[src/design/dbu_pkg.sv]
package dbu_pkg;

    // register byte offsets
    localparam logic [11:0] OFF_CMD      = 12'h000;
    localparam logic [11:0] OFF_LINE_CFG = 12'h004;
    localparam logic [11:0] OFF_IRQ_SET  = 12'h008;
    localparam logic [11:0] OFF_IRQ_CLR  = 12'h00c;
    localparam logic [11:0] OFF_IRQ_VIEW = 12'h010;
    localparam logic [11:0] OFF_FLAGS    = 12'h014;
    localparam logic [11:0] OFF_RX_CHAR  = 12'h018;
    localparam logic [11:0] OFF_TX_CHAR  = 12'h01c;
    localparam logic [11:0] OFF_DIVISOR  = 12'h020;
    localparam logic [11:0] OFF_PART_ID  = 12'h040;
    localparam logic [11:0] OFF_PART_EXT = 12'h044;
    localparam logic [11:0] OFF_LOCKOUT  = 12'h048;

    // command_strobes bit positions
    localparam int CMD_RX_RST  = 2;
    localparam int CMD_TX_RST  = 3;
    localparam int CMD_RX_ON   = 4;
    localparam int CMD_RX_OFF  = 5;
    localparam int CMD_TX_ON   = 6;
    localparam int CMD_TX_OFF  = 7;
    localparam int CMD_CLR_ERR = 8;

    // line_configuration fields and reset value
    localparam int          CFG_CHECK_LSB = 9;
    localparam int          CFG_LOOP_LSB  = 14;
    localparam logic [31:0] CFG_RESET     = 32'h0000_0000;
    localparam logic [1:0]  LOOP_NORMAL   = 2'h0;
    localparam logic [1:0]  LOOP_ECHO     = 2'h1;
    localparam logic [1:0]  LOOP_LOCAL    = 2'h2;
    localparam logic [1:0]  LOOP_REMOTE   = 2'h3;

    // shared layout of event_flags and the three mask registers
    localparam int          ST_RX_AVAIL  = 0;
    localparam int          ST_TX_FREE   = 1;
    localparam int          ST_RX_END    = 3;
    localparam int          ST_TX_END    = 4;
    localparam int          ST_OVERRUN   = 5;
    localparam int          ST_FRAME     = 6;
    localparam int          ST_CHECK     = 7;
    localparam int          ST_TX_IDLE   = 9;
    localparam int          ST_TX_BUFE   = 11;
    localparam int          ST_RX_BUFF   = 12;
    localparam int          ST_DBG_OUT   = 30;
    localparam int          ST_DBG_IN    = 31;
    localparam logic [31:0] ST_MASK      = 32'hc000_1afb;
    localparam logic [31:0] MASK_RESET   = 32'h0000_0000;
    localparam logic [7:0]  RX_CHAR_RST  = 8'h00;
    localparam logic [15:0] DIV_RESET    = 16'h0000;
    localparam logic        LOCK_RESET   = 1'b0;
    localparam int          LOCK_BIT     = 0;

    // serial timing: sixteen sample ticks per bit, middle at eight
    localparam logic [3:0]  SUB_LAST     = 4'hf;
    localparam logic [3:0]  SUB_HALF     = 4'h7;

    localparam logic [1:0]  AXI_OKAY     = 2'h0;

    typedef struct packed {
        logic [7:0] data;
        logic       check_err;
        logic       frame_err;
    } dbu_rx_char_t;

    // check bit for a character; callers skip it when the type msb is set
    function automatic logic dbu_check_bit(input logic [2:0] kind, input logic [7:0] d);
        logic r;
        r = 1'b0;
        unique case (kind[1:0])
            2'h0: r = ^d;
            2'h1: r = ~^d;
            2'h2: r = 1'b0;
            2'h3: r = 1'b1;
        endcase
        return r;
    endfunction

endpackage

[src/design/dbu_rx.sv]
`timescale 1ns/1ns
module dbu_rx import dbu_pkg::*; (
    input  wire logic       aclk,
    input  wire logic       aresetn,
    input  wire logic       abort,
    input  wire logic       tick,
    input  wire logic       allow_start,
    input  wire logic       line,
    input  wire logic [2:0] check_type,
    output dbu_rx_char_t    char_out,
    output logic            char_done,
    output logic            busy
);
    typedef enum logic [3:0] {
        RX_IDLE  = 4'b0001,
        RX_START = 4'b0010,
        RX_DATA  = 4'b0100,
        RX_STOP  = 4'b1000
    } dbu_rx_state_t;

    dbu_rx_state_t state_r;
    logic [3:0]    sub_r;
    logic [3:0]    idx_r;
    logic [8:0]    shf_r;
    logic          has_chk;
    logic [7:0]    got;

    assign has_chk = ~check_type[2];
    assign got     = has_chk ? shf_r[7:0] : shf_r[8:1];
    assign busy    = state_r != RX_IDLE;

    always_ff @(posedge aclk) begin
        char_done <= 1'b0;
        if (!aresetn || abort) begin
            state_r  <= RX_IDLE;
            sub_r    <= 4'h0;
            idx_r    <= 4'h0;
            shf_r    <= 9'h000;
            char_out <= '0;
        end else if (tick) begin
            sub_r <= sub_r + 4'h1;
            unique case (state_r)
                RX_IDLE: begin
                    sub_r <= 4'h0;
                    if (allow_start && !line) begin
                        state_r <= RX_START;
                    end
                end
                RX_START: begin
                    if (sub_r == SUB_HALF) begin
                        // a start bit gone high by mid-bit was a glitch
                        state_r <= line ? RX_IDLE : RX_DATA;
                        sub_r   <= 4'h0;
                        idx_r   <= 4'h0;
                    end
                end
                RX_DATA: begin
                    if (sub_r == SUB_LAST) begin
                        shf_r <= {line, shf_r[8:1]};
                        idx_r <= idx_r + 4'h1;
                        if (idx_r == (has_chk ? 4'h8 : 4'h7)) begin
                            state_r <= RX_STOP;
                        end
                    end
                end
                RX_STOP: begin
                    if (sub_r == SUB_LAST) begin
                        char_done          <= 1'b1;
                        char_out.data      <= got;
                        char_out.frame_err <= ~line;
                        char_out.check_err <= has_chk && (shf_r[8] != dbu_check_bit(check_type, got));
                        state_r            <= RX_IDLE;
                    end
                end
            endcase
        end
    end
endmodule // dbu_rx

[src/design/dbu_top.sv]
`timescale 1ns/1ns
module dbu_top import dbu_pkg::*; #(
    parameter int          ADDR_W   = 12,
    parameter logic [31:0] PART_ID  = 32'h8000_0001, // arbitrary value
    parameter logic [31:0] PART_EXT = 32'h0000_0002  // arbitrary value
) (
    input  wire logic              aclk,
    input  wire logic              aresetn,
    input  wire logic [ADDR_W-1:0] s_axi_awaddr,
    input  wire logic              s_axi_awvalid,
    output logic                   s_axi_awready,
    input  wire logic [31:0]       s_axi_wdata,
    input  wire logic [3:0]        s_axi_wstrb,
    input  wire logic              s_axi_wvalid,
    output logic                   s_axi_wready,
    output logic [1:0]             s_axi_bresp,
    output logic                   s_axi_bvalid,
    input  wire logic              s_axi_bready,
    input  wire logic [ADDR_W-1:0] s_axi_araddr,
    input  wire logic              s_axi_arvalid,
    output logic                   s_axi_arready,
    output logic [31:0]            s_axi_rdata,
    output logic [1:0]             s_axi_rresp,
    output logic                   s_axi_rvalid,
    input  wire logic              s_axi_rready,
    input  wire logic              serial_in_pin,
    output logic                   serial_out_pin,
    input  wire logic              rx_dma_end,
    input  wire logic              tx_dma_end,
    input  wire logic              tx_dma_buffer_empty,
    input  wire logic              rx_dma_buffer_full,
    input  wire logic              debug_channel_inbound_full,
    input  wire logic              debug_channel_outbound_full,
    output logic                   irq
);
    // write channel holding registers
    logic [ADDR_W-1:0] aw_addr_r;
    logic [31:0]       w_data_r;
    logic              aw_held_r;
    logic              w_held_r;
    logic              wr_go;
    logic [31:0]       wd;
    logic [11:0]       wa;
    logic              rd_go;
    logic [11:0]       ra;

    // register state
    logic [31:0]       cfg_r;
    logic [31:0]       mask_r;
    logic [15:0]       div_r;
    logic              lock_r;
    logic [7:0]        rx_char_r;
    logic [7:0]        hold_r;
    logic              hold_full_r;
    logic              rx_en_r;
    logic              rx_stop_r;
    logic              tx_en_r;
    logic              tx_drain_r;
    logic              rx_avail_r;
    logic              ovr_r;
    logic              frm_r;
    logic              chk_r;
    logic [31:0]       flags;

    // serial side
    logic [1:0]        pin_sync_r;
    logic [15:0]       div_cnt_r;
    logic              tick_r;
    logic              rx_line;
    logic              rx_done;
    logic              rx_busy;
    dbu_rx_char_t      rx_got;
    logic              tx_line;
    logic              tx_busy;
    logic              tx_load;
    logic              cmd_wr;
    logic              rx_rst;
    logic              tx_rst;
    logic              clr_err;
    logic              rx_chr_rd;
    logic [2:0]        check_type;
    logic [1:0]        loop_sel;
    logic              remote_mode;

    assign check_type  = cfg_r[CFG_CHECK_LSB +: 3];
    assign loop_sel    = cfg_r[CFG_LOOP_LSB +: 2];
    assign remote_mode = loop_sel == LOOP_REMOTE;

    // AXI4-Lite write: address and data taken in either order
    assign wr_go = aw_held_r && w_held_r && !s_axi_bvalid;
    assign wa    = 12'({aw_addr_r[ADDR_W-1:2], 2'b00});
    assign wd    = w_data_r;

    always_ff @(posedge aclk) begin
        if (!aresetn) begin
            aw_held_r     <= 1'b0;
            w_held_r      <= 1'b0;
            aw_addr_r     <= '0;
            w_data_r      <= 32'h0000_0000;
            s_axi_awready <= 1'b0;
            s_axi_wready  <= 1'b0;
            s_axi_bvalid  <= 1'b0;
        end else begin
            s_axi_awready <= !aw_held_r && !(s_axi_awvalid && s_axi_awready);
            s_axi_wready  <= !w_held_r && !(s_axi_wvalid && s_axi_wready);
            if (s_axi_awvalid && s_axi_awready) begin
                aw_held_r <= 1'b1;
                aw_addr_r <= s_axi_awaddr;
            end
            if (s_axi_wvalid && s_axi_wready) begin
                w_held_r <= 1'b1;
                // disabled byte lanes act as zeros, which only the command and interrupt set/clear registers ignore
                w_data_r <= s_axi_wdata & {{8{s_axi_wstrb[3]}}, {8{s_axi_wstrb[2]}},
                                           {8{s_axi_wstrb[1]}}, {8{s_axi_wstrb[0]}}};
            end
            if (wr_go) begin
                aw_held_r    <= 1'b0;
                w_held_r     <= 1'b0;
                s_axi_bvalid <= 1'b1;
            end else if (s_axi_bvalid && s_axi_bready) begin
                s_axi_bvalid <= 1'b0;
            end
        end
    end

    assign s_axi_bresp = AXI_OKAY;

    // AXI4-Lite read: one cycle from address to data
    assign rd_go     = s_axi_arvalid && s_axi_arready;
    assign ra        = 12'({s_axi_araddr[ADDR_W-1:2], 2'b00});
    assign rx_chr_rd = rd_go && ra == OFF_RX_CHAR;

    always_ff @(posedge aclk) begin
        if (!aresetn) begin
            s_axi_arready <= 1'b0;
            s_axi_rvalid  <= 1'b0;
            s_axi_rdata   <= 32'h0000_0000;
        end else begin
            s_axi_arready <= !s_axi_rvalid && !rd_go;
            if (rd_go) begin
                s_axi_rvalid <= 1'b1;
                unique case (ra)
                    OFF_LINE_CFG: s_axi_rdata <= cfg_r;
                    OFF_IRQ_VIEW: s_axi_rdata <= mask_r;
                    OFF_FLAGS:    s_axi_rdata <= flags;
                    OFF_RX_CHAR:  s_axi_rdata <= {24'h000000, rx_char_r};
                    OFF_DIVISOR:  s_axi_rdata <= {16'h0000, div_r};
                    OFF_PART_ID:  s_axi_rdata <= PART_ID;
                    OFF_PART_EXT: s_axi_rdata <= PART_ID[31] ? PART_EXT : 32'h0000_0000;
                    OFF_LOCKOUT:  s_axi_rdata <= {31'h0000_0000, lock_r};
                    default:      s_axi_rdata <= 32'h0000_0000;
                endcase
            end else if (s_axi_rvalid && s_axi_rready) begin
                s_axi_rvalid <= 1'b0;
            end
        end
    end

    assign s_axi_rresp = AXI_OKAY;

    // command decode
    assign cmd_wr  = wr_go && wa == OFF_CMD;
    assign rx_rst  = cmd_wr && wd[CMD_RX_RST];
    assign tx_rst  = cmd_wr && wd[CMD_TX_RST];
    assign clr_err = cmd_wr && wd[CMD_CLR_ERR];
    assign tx_load = hold_full_r && !tx_busy && (tx_en_r || tx_drain_r) && !remote_mode;

    // plain configuration registers
    always_ff @(posedge aclk) begin
        if (!aresetn) begin
            cfg_r  <= CFG_RESET;
            div_r  <= DIV_RESET;
            lock_r <= LOCK_RESET;
            mask_r <= MASK_RESET;
        end else if (wr_go) begin
            if (wa == OFF_LINE_CFG) begin
                cfg_r <= wd & ((32'h0000_0007 << CFG_CHECK_LSB) | (32'h0000_0003 << CFG_LOOP_LSB));
            end
            if (wa == OFF_DIVISOR) begin
                div_r <= wd[15:0];
            end
            if (wa == OFF_LOCKOUT) begin
                lock_r <= wd[LOCK_BIT];
            end
            if (wa == OFF_IRQ_SET) begin
                mask_r <= mask_r | (wd & ST_MASK);
            end
            if (wa == OFF_IRQ_CLR) begin
                mask_r <= mask_r & ~(wd & ST_MASK);
            end
        end
    end

    // receiver enable; an off command lets a running character complete
    always_ff @(posedge aclk) begin
        if (!aresetn || rx_rst) begin
            rx_en_r   <= 1'b0;
            rx_stop_r <= 1'b0;
        end else if (cmd_wr && wd[CMD_RX_OFF]) begin
            rx_en_r   <= 1'b0;
            rx_stop_r <= rx_busy;
        end else if (cmd_wr && wd[CMD_RX_ON]) begin
            rx_en_r   <= 1'b1;
            rx_stop_r <= 1'b0;
        end else if (!rx_busy) begin
            rx_stop_r <= 1'b0;
        end
    end

    // transmitter enable; an off command drains shifter and holding register
    always_ff @(posedge aclk) begin
        if (!aresetn || tx_rst) begin
            tx_en_r    <= 1'b0;
            tx_drain_r <= 1'b0;
        end else if (cmd_wr && wd[CMD_TX_OFF]) begin
            tx_en_r    <= 1'b0;
            tx_drain_r <= tx_busy || hold_full_r;
        end else if (cmd_wr && wd[CMD_TX_ON]) begin
            tx_en_r    <= 1'b1;
            tx_drain_r <= 1'b0;
        end else if (!tx_busy && !hold_full_r) begin
            tx_drain_r <= 1'b0;
        end
    end

    // holding register; writes while the transmitter is off are dropped
    always_ff @(posedge aclk) begin
        if (!aresetn || tx_rst) begin
            hold_full_r <= 1'b0;
            hold_r      <= 8'h00;
        end else if (wr_go && wa == OFF_TX_CHAR && tx_en_r) begin
            hold_full_r <= 1'b1;
            hold_r      <= wd[7:0];
        end else if (tx_load) begin
            hold_full_r <= 1'b0;
        end
    end

    // received character and sticky flags; a new event beats a clear
    always_ff @(posedge aclk) begin
        if (!aresetn) begin
            rx_char_r  <= RX_CHAR_RST;
            rx_avail_r <= 1'b0;
            ovr_r      <= 1'b0;
            frm_r      <= 1'b0;
            chk_r      <= 1'b0;
        end else begin
            if (rx_done) begin
                rx_char_r  <= rx_got.data;
                rx_avail_r <= 1'b1;
            end else if (rx_chr_rd || rx_rst || (!rx_en_r && !rx_stop_r)) begin
                rx_avail_r <= 1'b0;
            end
            ovr_r <= (ovr_r && !clr_err) || (rx_done && rx_avail_r);
            frm_r <= (frm_r && !clr_err) || (rx_done && rx_got.frame_err);
            chk_r <= (chk_r && !clr_err) || (rx_done && rx_got.check_err);
        end
    end

    // event_flags assembly
    always_comb begin
        flags              = 32'h0000_0000;
        flags[ST_RX_AVAIL] = rx_avail_r;
        flags[ST_TX_FREE]  = tx_en_r && !hold_full_r;
        flags[ST_RX_END]   = rx_dma_end;
        flags[ST_TX_END]   = tx_dma_end;
        flags[ST_OVERRUN]  = ovr_r;
        flags[ST_FRAME]    = frm_r;
        flags[ST_CHECK]    = chk_r;
        flags[ST_TX_IDLE]  = tx_en_r && !hold_full_r && !tx_busy;
        flags[ST_TX_BUFE]  = tx_dma_buffer_empty;
        flags[ST_RX_BUFF]  = rx_dma_buffer_full;
        flags[ST_DBG_OUT]  = debug_channel_outbound_full;
        flags[ST_DBG_IN]   = debug_channel_inbound_full;
    end

    always_ff @(posedge aclk) begin
        if (!aresetn) begin
            irq <= 1'b0;
        end else begin
            irq <= |(flags & mask_r);
        end
    end

    // sample tick: one pulse every divisor cycles, sixteen per bit; zero stops it
    always_ff @(posedge aclk) begin
        if (!aresetn) begin
            div_cnt_r <= 16'h0000;
            tick_r    <= 1'b0;
        end else if (div_r == 16'h0000) begin
            div_cnt_r <= 16'h0000;
            tick_r    <= 1'b0;
        end else if (div_cnt_r >= div_r - 16'h0001) begin
            div_cnt_r <= 16'h0000;
            tick_r    <= 1'b1;
        end else begin
            div_cnt_r <= div_cnt_r + 16'h0001;
            tick_r    <= 1'b0;
        end
    end

    // pin synchroniser and channel routing
    always_ff @(posedge aclk) begin
        if (!aresetn) begin
            pin_sync_r     <= 2'b11;
            serial_out_pin <= 1'b1;
        end else begin
            pin_sync_r <= {pin_sync_r[0], serial_in_pin};
            unique case (loop_sel)
                LOOP_NORMAL: serial_out_pin <= tx_line;
                LOOP_ECHO:   serial_out_pin <= pin_sync_r[1];
                LOOP_LOCAL:  serial_out_pin <= 1'b1;
                LOOP_REMOTE: serial_out_pin <= pin_sync_r[1];
            endcase
        end
    end

    assign rx_line = (loop_sel == LOOP_LOCAL) ? tx_line : pin_sync_r[1];

    dbu_rx u_rx (
        .aclk        (aclk),
        .aresetn     (aresetn),
        .abort       (rx_rst),
        .tick        (tick_r),
        .allow_start (rx_en_r && !remote_mode),
        .line        (rx_line),
        .check_type  (check_type),
        .char_out    (rx_got),
        .char_done   (rx_done),
        .busy        (rx_busy)
    );

    dbu_tx u_tx (
        .aclk       (aclk),
        .aresetn    (aresetn),
        .abort      (tx_rst),
        .tick       (tick_r),
        .load       (tx_load),
        .load_data  (hold_r),
        .check_type (check_type),
        .line       (tx_line),
        .busy       (tx_busy)
    );
endmodule // dbu_top

[src/design/dbu_tx.sv]
`timescale 1ns/1ns
module dbu_tx import dbu_pkg::*; (
    input  wire logic       aclk,
    input  wire logic       aresetn,
    input  wire logic       abort,
    input  wire logic       tick,
    input  wire logic       load,
    input  wire logic [7:0] load_data,
    input  wire logic [2:0] check_type,
    output logic            line,
    output logic            busy
);
    logic [10:0] frame_r;
    logic [3:0]  left_r;
    logic [3:0]  sub_r;

    assign busy = left_r != 4'h0;
    assign line = busy ? frame_r[0] : 1'b1;

    always_ff @(posedge aclk) begin
        if (!aresetn || abort) begin
            frame_r <= 11'h7ff;
            left_r  <= 4'h0;
            sub_r   <= 4'h0;
        end else if (load && !busy) begin
            // start, eight data bits lsb first, optional check, stop
            if (check_type[2]) begin
                frame_r <= {2'b11, load_data, 1'b0};
                left_r  <= 4'ha;
            end else begin
                frame_r <= {1'b1, dbu_check_bit(check_type, load_data), load_data, 1'b0};
                left_r  <= 4'hb;
            end
            sub_r <= 4'h0;
        end else if (tick && busy) begin
            sub_r <= sub_r + 4'h1;
            if (sub_r == SUB_LAST) begin
                frame_r <= {1'b1, frame_r[10:1]};
                left_r  <= left_r - 4'h1;
            end
        end
    end
endmodule // dbu_tx

[config.mk]
export PLATFORM = sky130hd
export DESIGN_NAME = dbu_top
export DESIGN_NICKNAME = d
export VERILOG_FILES = /design/src/design/dbu_pkg.sv /design/src/design/dbu_rx.sv /design/src/design/dbu_top.sv /design/src/design/dbu_tx.sv
export SDC_FILE = /design/constraint.sdc
export NUM_CORES = 1
export LEC_CHECK = 0
export ABC_AREA = 1
export CORE_MARGIN = 3
export CORE_UTILIZATION = 58
export DETAILED_ROUTE_END_ITERATION = 6
export DONT_BUFFER_PORTS = 1
export PLACE_DENSITY = 0.76
export SLEW_MARGIN = 15
export SYNTH_ARGS = -nofsm -noshare
export SYNTH_HDL_FRONTEND = slang
export SYNTH_SLANG_ARGS = --single-unit
[constraint.sdc]
create_clock -name aclk -period 2.5 [get_ports aclk]
set_input_delay 0.375 -clock aclk [delete_from_list [all_inputs] [get_ports aclk]]
set_output_delay 0.375 -clock aclk [all_outputs]
set_load 0.05 [all_outputs]
==> results.toml, run 1 <==
[grt]
antenna_found_initial = 0
grt_pass1_vias = 7355
grt_overflow = 0
grt_use_total_pct = 26.69
grt_pass1_wl_um = 35760
grt_max_degree = 57

[power_and_ir_drop]
p_sw_share_pct = 25.33
ir_drop_v = 0.0005477
power_frac_clock_pct = 44.6
leakage_nw = 3.981
power_mw = 5.936
power_frac_seq_pct = 50.4
comb_power_share_pct = 5.0
cellPowerDensity_mw_per_mm2 = 603.5
intPower_mw = 4.432
netSwitchingPower_mw = 1.504

[worst_setup_path]
r2r_slack_ps = -240
slowest_delay_ps = 320
reg2reg_to = "div_cnt_r[15]"
required_ps = 2820
worst_setup_path_start_kind = "flip-flop"
r2r_cells = 19
crit_path_frequent_cell = "inv_2"
endpoint = "div_cnt_r[15]"
critPathMaxFanout = 8
crit_chain = "inv_2 > ha_4 > inv_2 > nor2_2 > nand2_1 > nor2_2 > nand4_1 > nor3_2 > nand4_1 > nand2_1 > inv_1 > ha_1 > nand2_2 > inv_2 > nand3_4 > nor3_4 > nand2_2 > nand4_4 > nor2_1"
cp.arrival_ps = 3070
r2r-start = "div_r[1]"
critPathLaunch = "div_r[1]"
end_kind = "flip-flop"
crit_type = "flip-flop to flip-flop"
cpMaxStageDelayCell = "dfxtp_2"

[cts]
htreeDepth = 4
clk_pin_slew_ps = 70
insertion_delay_ps = 440
cts_sinks = 183
cts_root_buf = "clkbuf_16"
numCtsBuffers = 17
tritoncts = "done"
cts_hold_buf = 0
cts.path.max_buffers = 2

[finish]
layout_common_cells = "309 x nand2_1, 181 x dfxtp_1, 125 x inv_1"
fillCellCount = 1316
final_area_mm2 = 0.009836
stdcell_count = 1442
drive_above_1_share_pct = 10.57
nNetsFinal = 1341
layout_commonest_cell = "nand2_1"
antenna_cells = 0
area_growth_pct = 10.52

[timing]
setup_tns_ps = -3576
period_minus_slack_ps = 2743
setup_slack_ps = -242.5
worst_pin_slew_ps = 856.4
max_freq_ghz = 0.3646
setup_viol = 17
grt_setup_unrepaired = "true"
drv_slew = 0
period_share_pct = 109.7
slew_headroom_pct = 42.70
fin_skew_ps = 15.67
hold_viol_final = 0

[floorplan]
die_area_mm2 = 0.01687
die_h_um = 129.9
coreArea_mm2 = 0.01475
ioPinCount = 117
dieWidth_um = 129.9
row_count = 44
start_util_pct = 60.32

[routing]
post-route-drc-count = 0
wirelength_um = 22220
routed-via-count = 8059
drt-initial-drc-count = 631
first_pass_iters = 7
via_per_inst = 5.589
wl_per_cell_um = 15.41
ant_nets = 0

[synth]
syn_inst = 1227
synth_seq_cells = 183
synth.distinct_cells = 52
avgSynthCellArea_um2 = 7.253
ys_seq_area_share_pct = 41.16
synth_area_mm2 = 0.008900
yosys_warnings = 0

[run_status]
violations = "setup timing"
status = "finished with violations"

[hold_path]
holdCritPathClass = "primary input to flip-flop"
hp-start = "serial_in_pin"

[placed_design]
gp_congestion = 0.9149
placed_cells = 1407
dpl_cell_area_mm2 = 0.009146
hpwl_um = 16530
portBuffers = 0

[run]
drv_cap = 0
-- synth_stat cells, drive strengths merged --
| library cell | count | area (µm²) |
|---|---|---|
| nand2 | 316 | 1209 |
| o311ai | 1 | 8.760 |
| buf | 33 | 237.7 |
| nor4 | 4 | 25.02 |
| or2 | 6 | 37.54 |
| nor2 | 113 | 461.7 |
| nand3 | 42 | 215.2 |
| o21bai | 1 | 7.510 |
| nand3b | 1 | 7.510 |
| xnor2 | 15 | 131.4 |
| o2111ai | 6 | 52.55 |
| a211oi | 15 | 112.6 |
| nand4 | 14 | 115.1 |
| inv | 137 | 516.8 |
| nor3 | 27 | 210.2 |
| xor2 | 20 | 175.2 |
| and3 | 1 | 6.260 |
| ha | 22 | 275.3 |
| a31oi | 3 | 18.77 |
| a21oi | 121 | 609.3 |
| o21ai | 87 | 457.9 |
| o2111a | 1 | 11.26 |
| o221ai | 1 | 8.760 |
| clkinv | 6 | 22.52 |
| a221oi | 5 | 43.79 |
| o22ai | 14 | 87.58 |
| o211ai | 3 | 22.52 |
| clkbuf | 19 | 71.32 |
| a41oi | 1 | 8.760 |
| a22oi | 6 | 45.04 |
| conb | 1 | 3.750 |
| dfxtp | 183 | 3664 |
| o211a | 2 | 20.02 |
-- routing by layer --
metal,wire [µm],up-vias,global-route usage [%]
li1,-,4040,-
met1,9567,3697,35.01
met2,10390,273,44.22
met3,1815,49,5.813
met4,446,0,8.313
met5,0,-,0
-- what timing repair did --
item	in CTS	in global routing
gates cloned	1	0
buffers inserted	0	2
resized for setup	13	10
setup endpoints to repair	17	17
pin swaps	4	15
-- worst max-delay path, delay by kind of cell, from the launching register on --
kind / cells / cell delay [ps]
buf+inv: 4 / 220
simple gates: 13 / 1680
fa+ha+maj: 2 / 410
flops: 1 / 320
-- sequential cells by signal, summed over array words and instances, names as in the netlist, 8 cells and up, named ones only --
name / count
s_axi_rdata: 18
w_data_r: 18
div_cnt_r: 16
div_r: 16
aw_addr_r: 10
u_rx.char_out: 10
u_tx.frame_r: 10
u_rx.shf_r: 9
hold_r: 8
rx_char_r: 8
-- through the flow --
stage | hold WS (ps) | utilization, % | setup slack (ps)
global placement | 399.4 | 61.99 | -139.8
global route | 37.59 | 66.66 | -430.9
finish | 41.75 | 66.66 | -242.5
CTS | 30.79 | 66.36 | -170.5
floorplan | 392.5 | - | 7.797
detailed placement | 411.8 | 61.99 | -248.9
-- worst min path at each step --
stage,endpoint,cells after the start,slack (ps)
floorplan,pin_sync_r[1],1,390
global placement,pin_sync_r[1],1,400
detailed placement,s_axi_wready,1,410
CTS,pin_sync_r[0],1,30
global route,pin_sync_r[0],1,40
finish,pin_sync_r[0],1,40
-- power groups by stage --
stage | clock network [mW] | registers [mW] | logic [mW]
finish | 2.65 | 2.99 | 0.295
global route | 2.78 | 3.00 | 0.326
CTS | 2.67 | 2.99 | 0.291
global placement | 0 | 3.06 | 0.285
detailed placement | 0 | 3.06 | 0.288
floorplan | 0 | 3.06 | 0.257
-- cell type report --
class | instances | area [µm²] | share of cell area [%]
multi-input cells | 867 | 4572 | 46.48
flip-flops and latches | 183 | 3666 | 37.27
inverters | 143 | 539.3 | 5.483
clock buffers | 17 | 425.4 | 4.325
repair buffers | 33 | 247.7 | 2.519
well taps | 184 | 230.2 | 2.341
clock inverters | 15 | 155.1 | 1.577
-- logic make-up after synthesis --
group / synth area share (%)
buffers and inverters: 9.532
AO/OA/AOI/OAI: 17.03
adder cells (fa/ha/maj): 3.093
XOR/XNOR: 3.444
AND/OR/NAND/NOR: 25.70
flip-flops: 41.16
other: 0.04214
No activity file was read; power rests on OpenSTA's default activity.
==> run 2: changes to the inputs <==
- ABC_AREA: 1 -> unset
- CORE_UTILIZATION: 58 -> 57
- PLACE_DENSITY: 0.76 -> 0.75
==> run 2 against run 1 <==
The run still ends with setup timing left. Global-route usage decreased by 2.0 points. Sequential power about the same. Critical path depth decreased by 8. Synthesized cell count decreased by 19%. First-iteration DRC count decreased by 10%. Cell count decreased by 16%. Die area decreased by 0.40%.
==> results.toml, run 2 <==
[synth]
ys_seq_area_share_pct = 42.06
ys_top_cells_by_count = "183 x dfxtp_1, 157 x nand2_1, 95 x nor2_1"
ys.flop_type = "dfxtp_1"
synth_edf_count = 0
avgSynthCellArea_um2 = 8.753
synth_seq_cells = 183
synth.distinct_cells = 63
yosys_warnings = 0
yosysTopAreaCellShare_pct = 42.06
async_reset_ff_share_pct = 0
yosysMostFrequentCell = "dfxtp_1"
syn_inst = 995
synth.area.top_cells = "dfxtp_1 42%, nand2_1 6.8%, mux2i_1 5.6%"
synth_area_mm2 = 0.008710
yosysTopAreaCell = "dfxtp_1"

[timing]
setup_slack_ps = -404.0
slew_headroom_pct = 55.85
fin_skew_ps = 10.18
period_minus_slack_ps = 2904
setup_viol = 17
setup_tns_ps = -6425
max_freq_ghz = 0.3444
period_share_pct = 116.2
drv_slew = 0
grt_setup_unrepaired = "true"
hold_viol_final = 0
worst_pin_slew_ps = 662.3

[worst_setup_path]
endpoint = "div_cnt_r[8]"
crit_type = "flip-flop to flip-flop"
cp_top_family = "simple AND/OR/NAND/NOR gates"
reg2reg_to = "div_cnt_r[8]"
end_kind = "flip-flop"
r2r_cells = 11
r2r-start = "div_r[4]"
slowest_delay_ps = 540
critPathLaunch = "div_r[4]"
worst_setup_path_start_kind = "flip-flop"
required_ps = 2870
cp.arrival_ps = 3270
critPathMaxFanout = 8
cpMaxStageDelayCell = "or4_4"
crit_chain = "or3_4 > buf_4 > or4_4 > nor4_4 > xnor2_1 > ha_1 > a21o_1 > a21oi_2 > nor2b_4 > a21bo_4 > nor2_1"
path_depth = 11
path_buf_inv = 1
r2r_slack_ps = -400

[grt]
grt_pass1_wl_um = 32910
grt_use_total_pct = 24.69
grt_pass1_vias = 6478
grt_overflow = 0
grt_max_degree = 93
antenna_found_initial = 0

[finish]
final_area_mm2 = 0.009721
area_growth_pct = 11.61
nNetsFinal = 1114
utilization_pct = 65.88
top_regs = "s_axi_rdata (18), w_data_r (18)"
drive_above_1_share_pct = 11.64
antenna_cells = 0
layout_common_cells = "182 x dfxtp_1, 157 x nand2_1, 91 x nor2_1"
fillCellCount = 1227
layout_commonest_cell = "dfxtp_1"

[placed_design]
dpl_cell_area_mm2 = 0.009069
dp_slack_ps = -568.4
gp_congestion = 0.9073
hpwl_um = 14550
portBuffers = 0

[routing]
first_pass_iters = 6
drt-initial-drc-count = 567
routed-via-count = 7083
wirelength_um = 20170
wl_met2_um = 9122
ant_nets = 0
via_per_inst = 5.830
highest_layer = "met4"
wl_met1_um = 9293
wl_per_cell_um = 16.60
post-route-drc-count = 0
wl_met3_um = 1423

[power_and_ir_drop]
leakage_nw = 3.728
cellPowerDensity_mw_per_mm2 = 579.7
ir_drop_v = 0.0005059

[run]
drv_cap = 0

[floorplan]
dieWidth_um = 129.6
row_count = 44
die_area_mm2 = 0.01680
start_util_pct = 59.03
die_h_um = 129.6
ioPinCount = 117
coreArea_mm2 = 0.01475

[cts]
cts_sinks = 183
clk_pin_slew_ps = 60
numCtsBuffers = 17
tritoncts = "done"
cts.path.max_buffers = 2
cts_hold_buf = 0
htreeDepth = 4
cts_root_buf = "clkbuf_16"
insertion_delay_ps = 430

[hold_path]
hold_depth = 1
holdCritPathClass = "primary input to flip-flop"

[run_status]
status = "finished with violations"
violations = "setup timing"
## run 2: changes by cell type in the layout (fill, tap and decap cells not counted), moves of 21 or more
cell      change
mux2i_1      +49
o21ai_0      -44
a21oi_1      -91
buf_4        +21
nor2b_1      +26
inv_1       -114
a21boi_0     +57
nand2_1     -152
## run 2: cells by family (layout without fill, tap and decap cells)
kind of cell               count (synthesis)  in the layout  synth area share (%)
muxes                                     52             52                 6.019
adders and majority gates                 22             22                 3.160
AOI/OAI and AO/OA                        188            189                 15.47
buffers and inverters                     80             98                 4.540
other                                      1             18               0.04306
DFF                                      183            183                 42.06
xor gates and xnor gates                  50             50                 5.358
and+or+nand+nor                          419            419                 23.34
## run 2: repair_timing
item,in CTS,in global routing
pin swaps,14,5
setup buffers,3,2
hold endpoints to repair,0,0
resized for setup,11,3
cloned,1,0
setup endpoints to repair,17,21
## run 2: routing by layer
layer | global-route usage (%) | vias up
li1 | - | 3507
met1 | 34.43 | 3331
met2 | 38.13 | 222
met3 | 5.359 | 23
met4 | 8.374 | 0
met5 | 0 | -
## run 2: metrics by stage
stage          std cells  hold WS, ps  total power, mW
2_1_floorplan       1012        386.3            3.260
3_3_place_gp        1177        405.6            3.257
3_5_place_dp        1177        405.1            3.260
4_1_cts             1213        29.28            5.680
5_1_grt             1215        36.05            5.821
6_report            1215        49.80            5.635
## run 2: power by group
group	switching (mW)	internal, mW
combinational	0.152	0.0596
sequential	0.0414	2.94
clock	1.12	1.32
## run 2: worst min path at each step
stage,startpoint,endpoint,slack (ps)
finish,serial_in_pin,pin_sync_r[0],50
global placement,pin_sync_r[0],pin_sync_r[1],410
global route,serial_in_pin,pin_sync_r[0],40
detailed placement,pin_sync_r[0],pin_sync_r[1],410
CTS,aresetn,pin_sync_r[1],30
floorplan,pin_sync_r[0],pin_sync_r[1],390
## run 2: final cells by class
class,count,area [µm²],area share [%]
clock buffers,21,460.4,4.737
clock inverters,11,76.32,0.7852
inverters,11,41.29,0.4248
multi-input cells,750,4822,49.61
flip-flops and latches,183,3665,37.70
well taps,184,230.2,2.368
repair buffers,55,425.4,4.376
==> run 3: changes to the inputs <==
- CORE_UTILIZATION: 57 -> 60
- CTS_BUF_LIST: unset -> sky130_fd_sc_hd__clkbuf_2
- PLACE_DENSITY: 0.75 -> 0.79
==> run 3 against run 2 <==
The run still ends with setup timing left. Sequential power about the same. Global-route usage up 2.4 points. Utilization up 6.0 points. Sequential share of layout area down 1.4 points. Cell count up 5.1%. Die area down 4.8%. First-iteration DRC count up 34%. Cell area up 3.8%. Non-clock buffer count up 68. Combinational power up 42%. Worst setup slack worse by 120 ps. Count of clock-buffer cells in the layout down 3. Critical path type unchanged.
==> results.toml, run 3 (same netlist as run 2, synthesis figures left out) <==
[run_status]
status = "finished with violations"
violations = "setup timing"

[floorplan]
dieWidth_um = 126.5
row_count = 43
coreArea_mm2 = 0.01404
ioPinCount = 117
start_util_pct = 62.02
die_area_mm2 = 0.01600
die_h_um = 126.5

[cts]
htreeDepth = 4
cts.path.max_buffers = 2
cts_sinks = 183
tritoncts = "done"
insertion_delay_ps = 730
cts_root_buf = "clkbuf_2"
numCtsBuffers = 17
clk_pin_slew_ps = 230

[routing]
wl_per_cell_um = 17.14
wirelength_um = 21890
first_pass_iters = 5
via_per_inst = 5.868
drt-initial-drc-count = 758
post-route-drc-count = 0
routed-via-count = 7494
ant_nets = 0

[worst_setup_path]
reg2reg_to = "div_cnt_r[15]"
cp.arrival_ps = 3690
end_kind = "flip-flop"
crit_type = "flip-flop to flip-flop"
r2r_slack_ps = -530
r2r_cells = 12
required_ps = 3160
worst_setup_path_start_kind = "flip-flop"
r2r-start = "div_r[4]"
critPathMaxFanout = 8

[finish]
nNetsFinal = 1182
layout_commonest_cell = "dfxtp_1"
layout_common_cells = "182 x dfxtp_1, 156 x nand2_1, 90 x nor2_1"
area_growth_pct = 15.82
drive_above_1_share_pct = 10.77
top_regs = "s_axi_rdata (18), w_data_r (18)"

[timing]
setup_viol = 17
whs_ps = 66.04
period_minus_slack_ps = 3025
worst_pin_slew_ps = 658.9
slew_headroom_pct = 56.07
max_freq_ghz = 0.3305
period_share_pct = 121.0
fin_skew_ps = 35.26
drv_slew = 0
hold_viol_final = 0
grt_setup_unrepaired = "true"
setup_slack_ps = -525.4

[power_and_ir_drop]
ir_drop_v = 0.0003669
cellPowerDensity_mw_per_mm2 = 453.9
leakage_nw = 3.987
power_mw = 4.579

[placed_design]
gp_congestion = 0.9079
portBuffers = 0
hpwl_um = 14480

[grt]
grt_pass1_vias = 7158
grt_max_degree = 49
antenna_found_initial = 1
grt_pass1_wl_um = 35380
grt_overflow = 0
grt_use_total_pct = 27.12

[run]
drv_cap = 0

[hold_path]
holdCritPathClass = "primary input to flip-flop"
worstHoldEndpoint = "s_axi_rdata[0]"
hp-start = "s_axi_araddr[2]"
hold_depth = 4
## run 3: timing repair
item,CTS,global route
endpoints found under the hold margin,145,0
setup buffers,2,3
cloned,1,0
gates resized for setup,5,15
endpoints found under the setup margin,17,21
hold buffers,71,0
pin swaps,5,17
## run 3: worst max-delay path by stage
stage	from	endpoint
final	div_r[4]	div_cnt_r[15]
after global routing	div_r[4]	div_cnt_r[7]
after CTS	div_r[4]	div_cnt_r[15]
after detailed placement	div_r[4]	div_cnt_r[5]
after global placement	div_r[4]	div_cnt_r[4]
after floorplan	div_r[4]	div_cnt_r[0]
## run 3: final cells by class
class	instances	area, µm²
multi-input cells	750	4852
fillers	1048	3955
flip-flops and latches	183	3665
repair buffers	123	1124
well taps	180	225.2
clock buffers	18	90.09
clock inverters	11	87.58
inverters	11	41.29
diodes	1	2.502
## run 3: worst max-delay path: stages, from the launching register on
cell      delay [ps]
dfxtp_2          370
or3_4            400
nor3_4           180
nand2b_1         100
or3_4            350
buf_4            140
buf_4            140
xor2_1           140
ha_1             310
a21oi_2          180
o211ai_1         230
a21bo_4          320
nor2_1           100
## run 3: stage by stage
step           cell area [µm²]  setup TNS [ps]  utilization [%]  setup slack, ps  cells
2_1_floorplan             8805           -7329                -           -514.0   1012
3_3_place_gp              9041           -7149            64.39           -454.5   1170
3_5_place_dp              9041           -8609            64.39           -550.3   1170
4_1_cts                   9993           -7509            71.17           -467.9   1273
5_1_grt                  10090          -11880            71.83           -719.0   1277
6_report                 10090           -8291            71.83           -525.4   1277
## run 3: routing by layer
layer | vias to the layer above | GRT usage, % | share of wire (%)
met2 | 268 | 43.77 | 47
met1 | 3545 | 35.74 | 44
met4 | 0 | 9.905 | 2.7
met5 | - | 0 | 0
li1 | 3634 | - | -
met3 | 47 | 6.147 | 7.0
## run 3: report_power, final
| part | switching, mW | internal, mW | total, mW |
|---|---|---|---|
| registers | 0.0411 | 2.95 | 2.99 |
| logic | 0.186 | 0.116 | 0.302 |
| clock network | 0.950 | 0.334 | 1.28 |
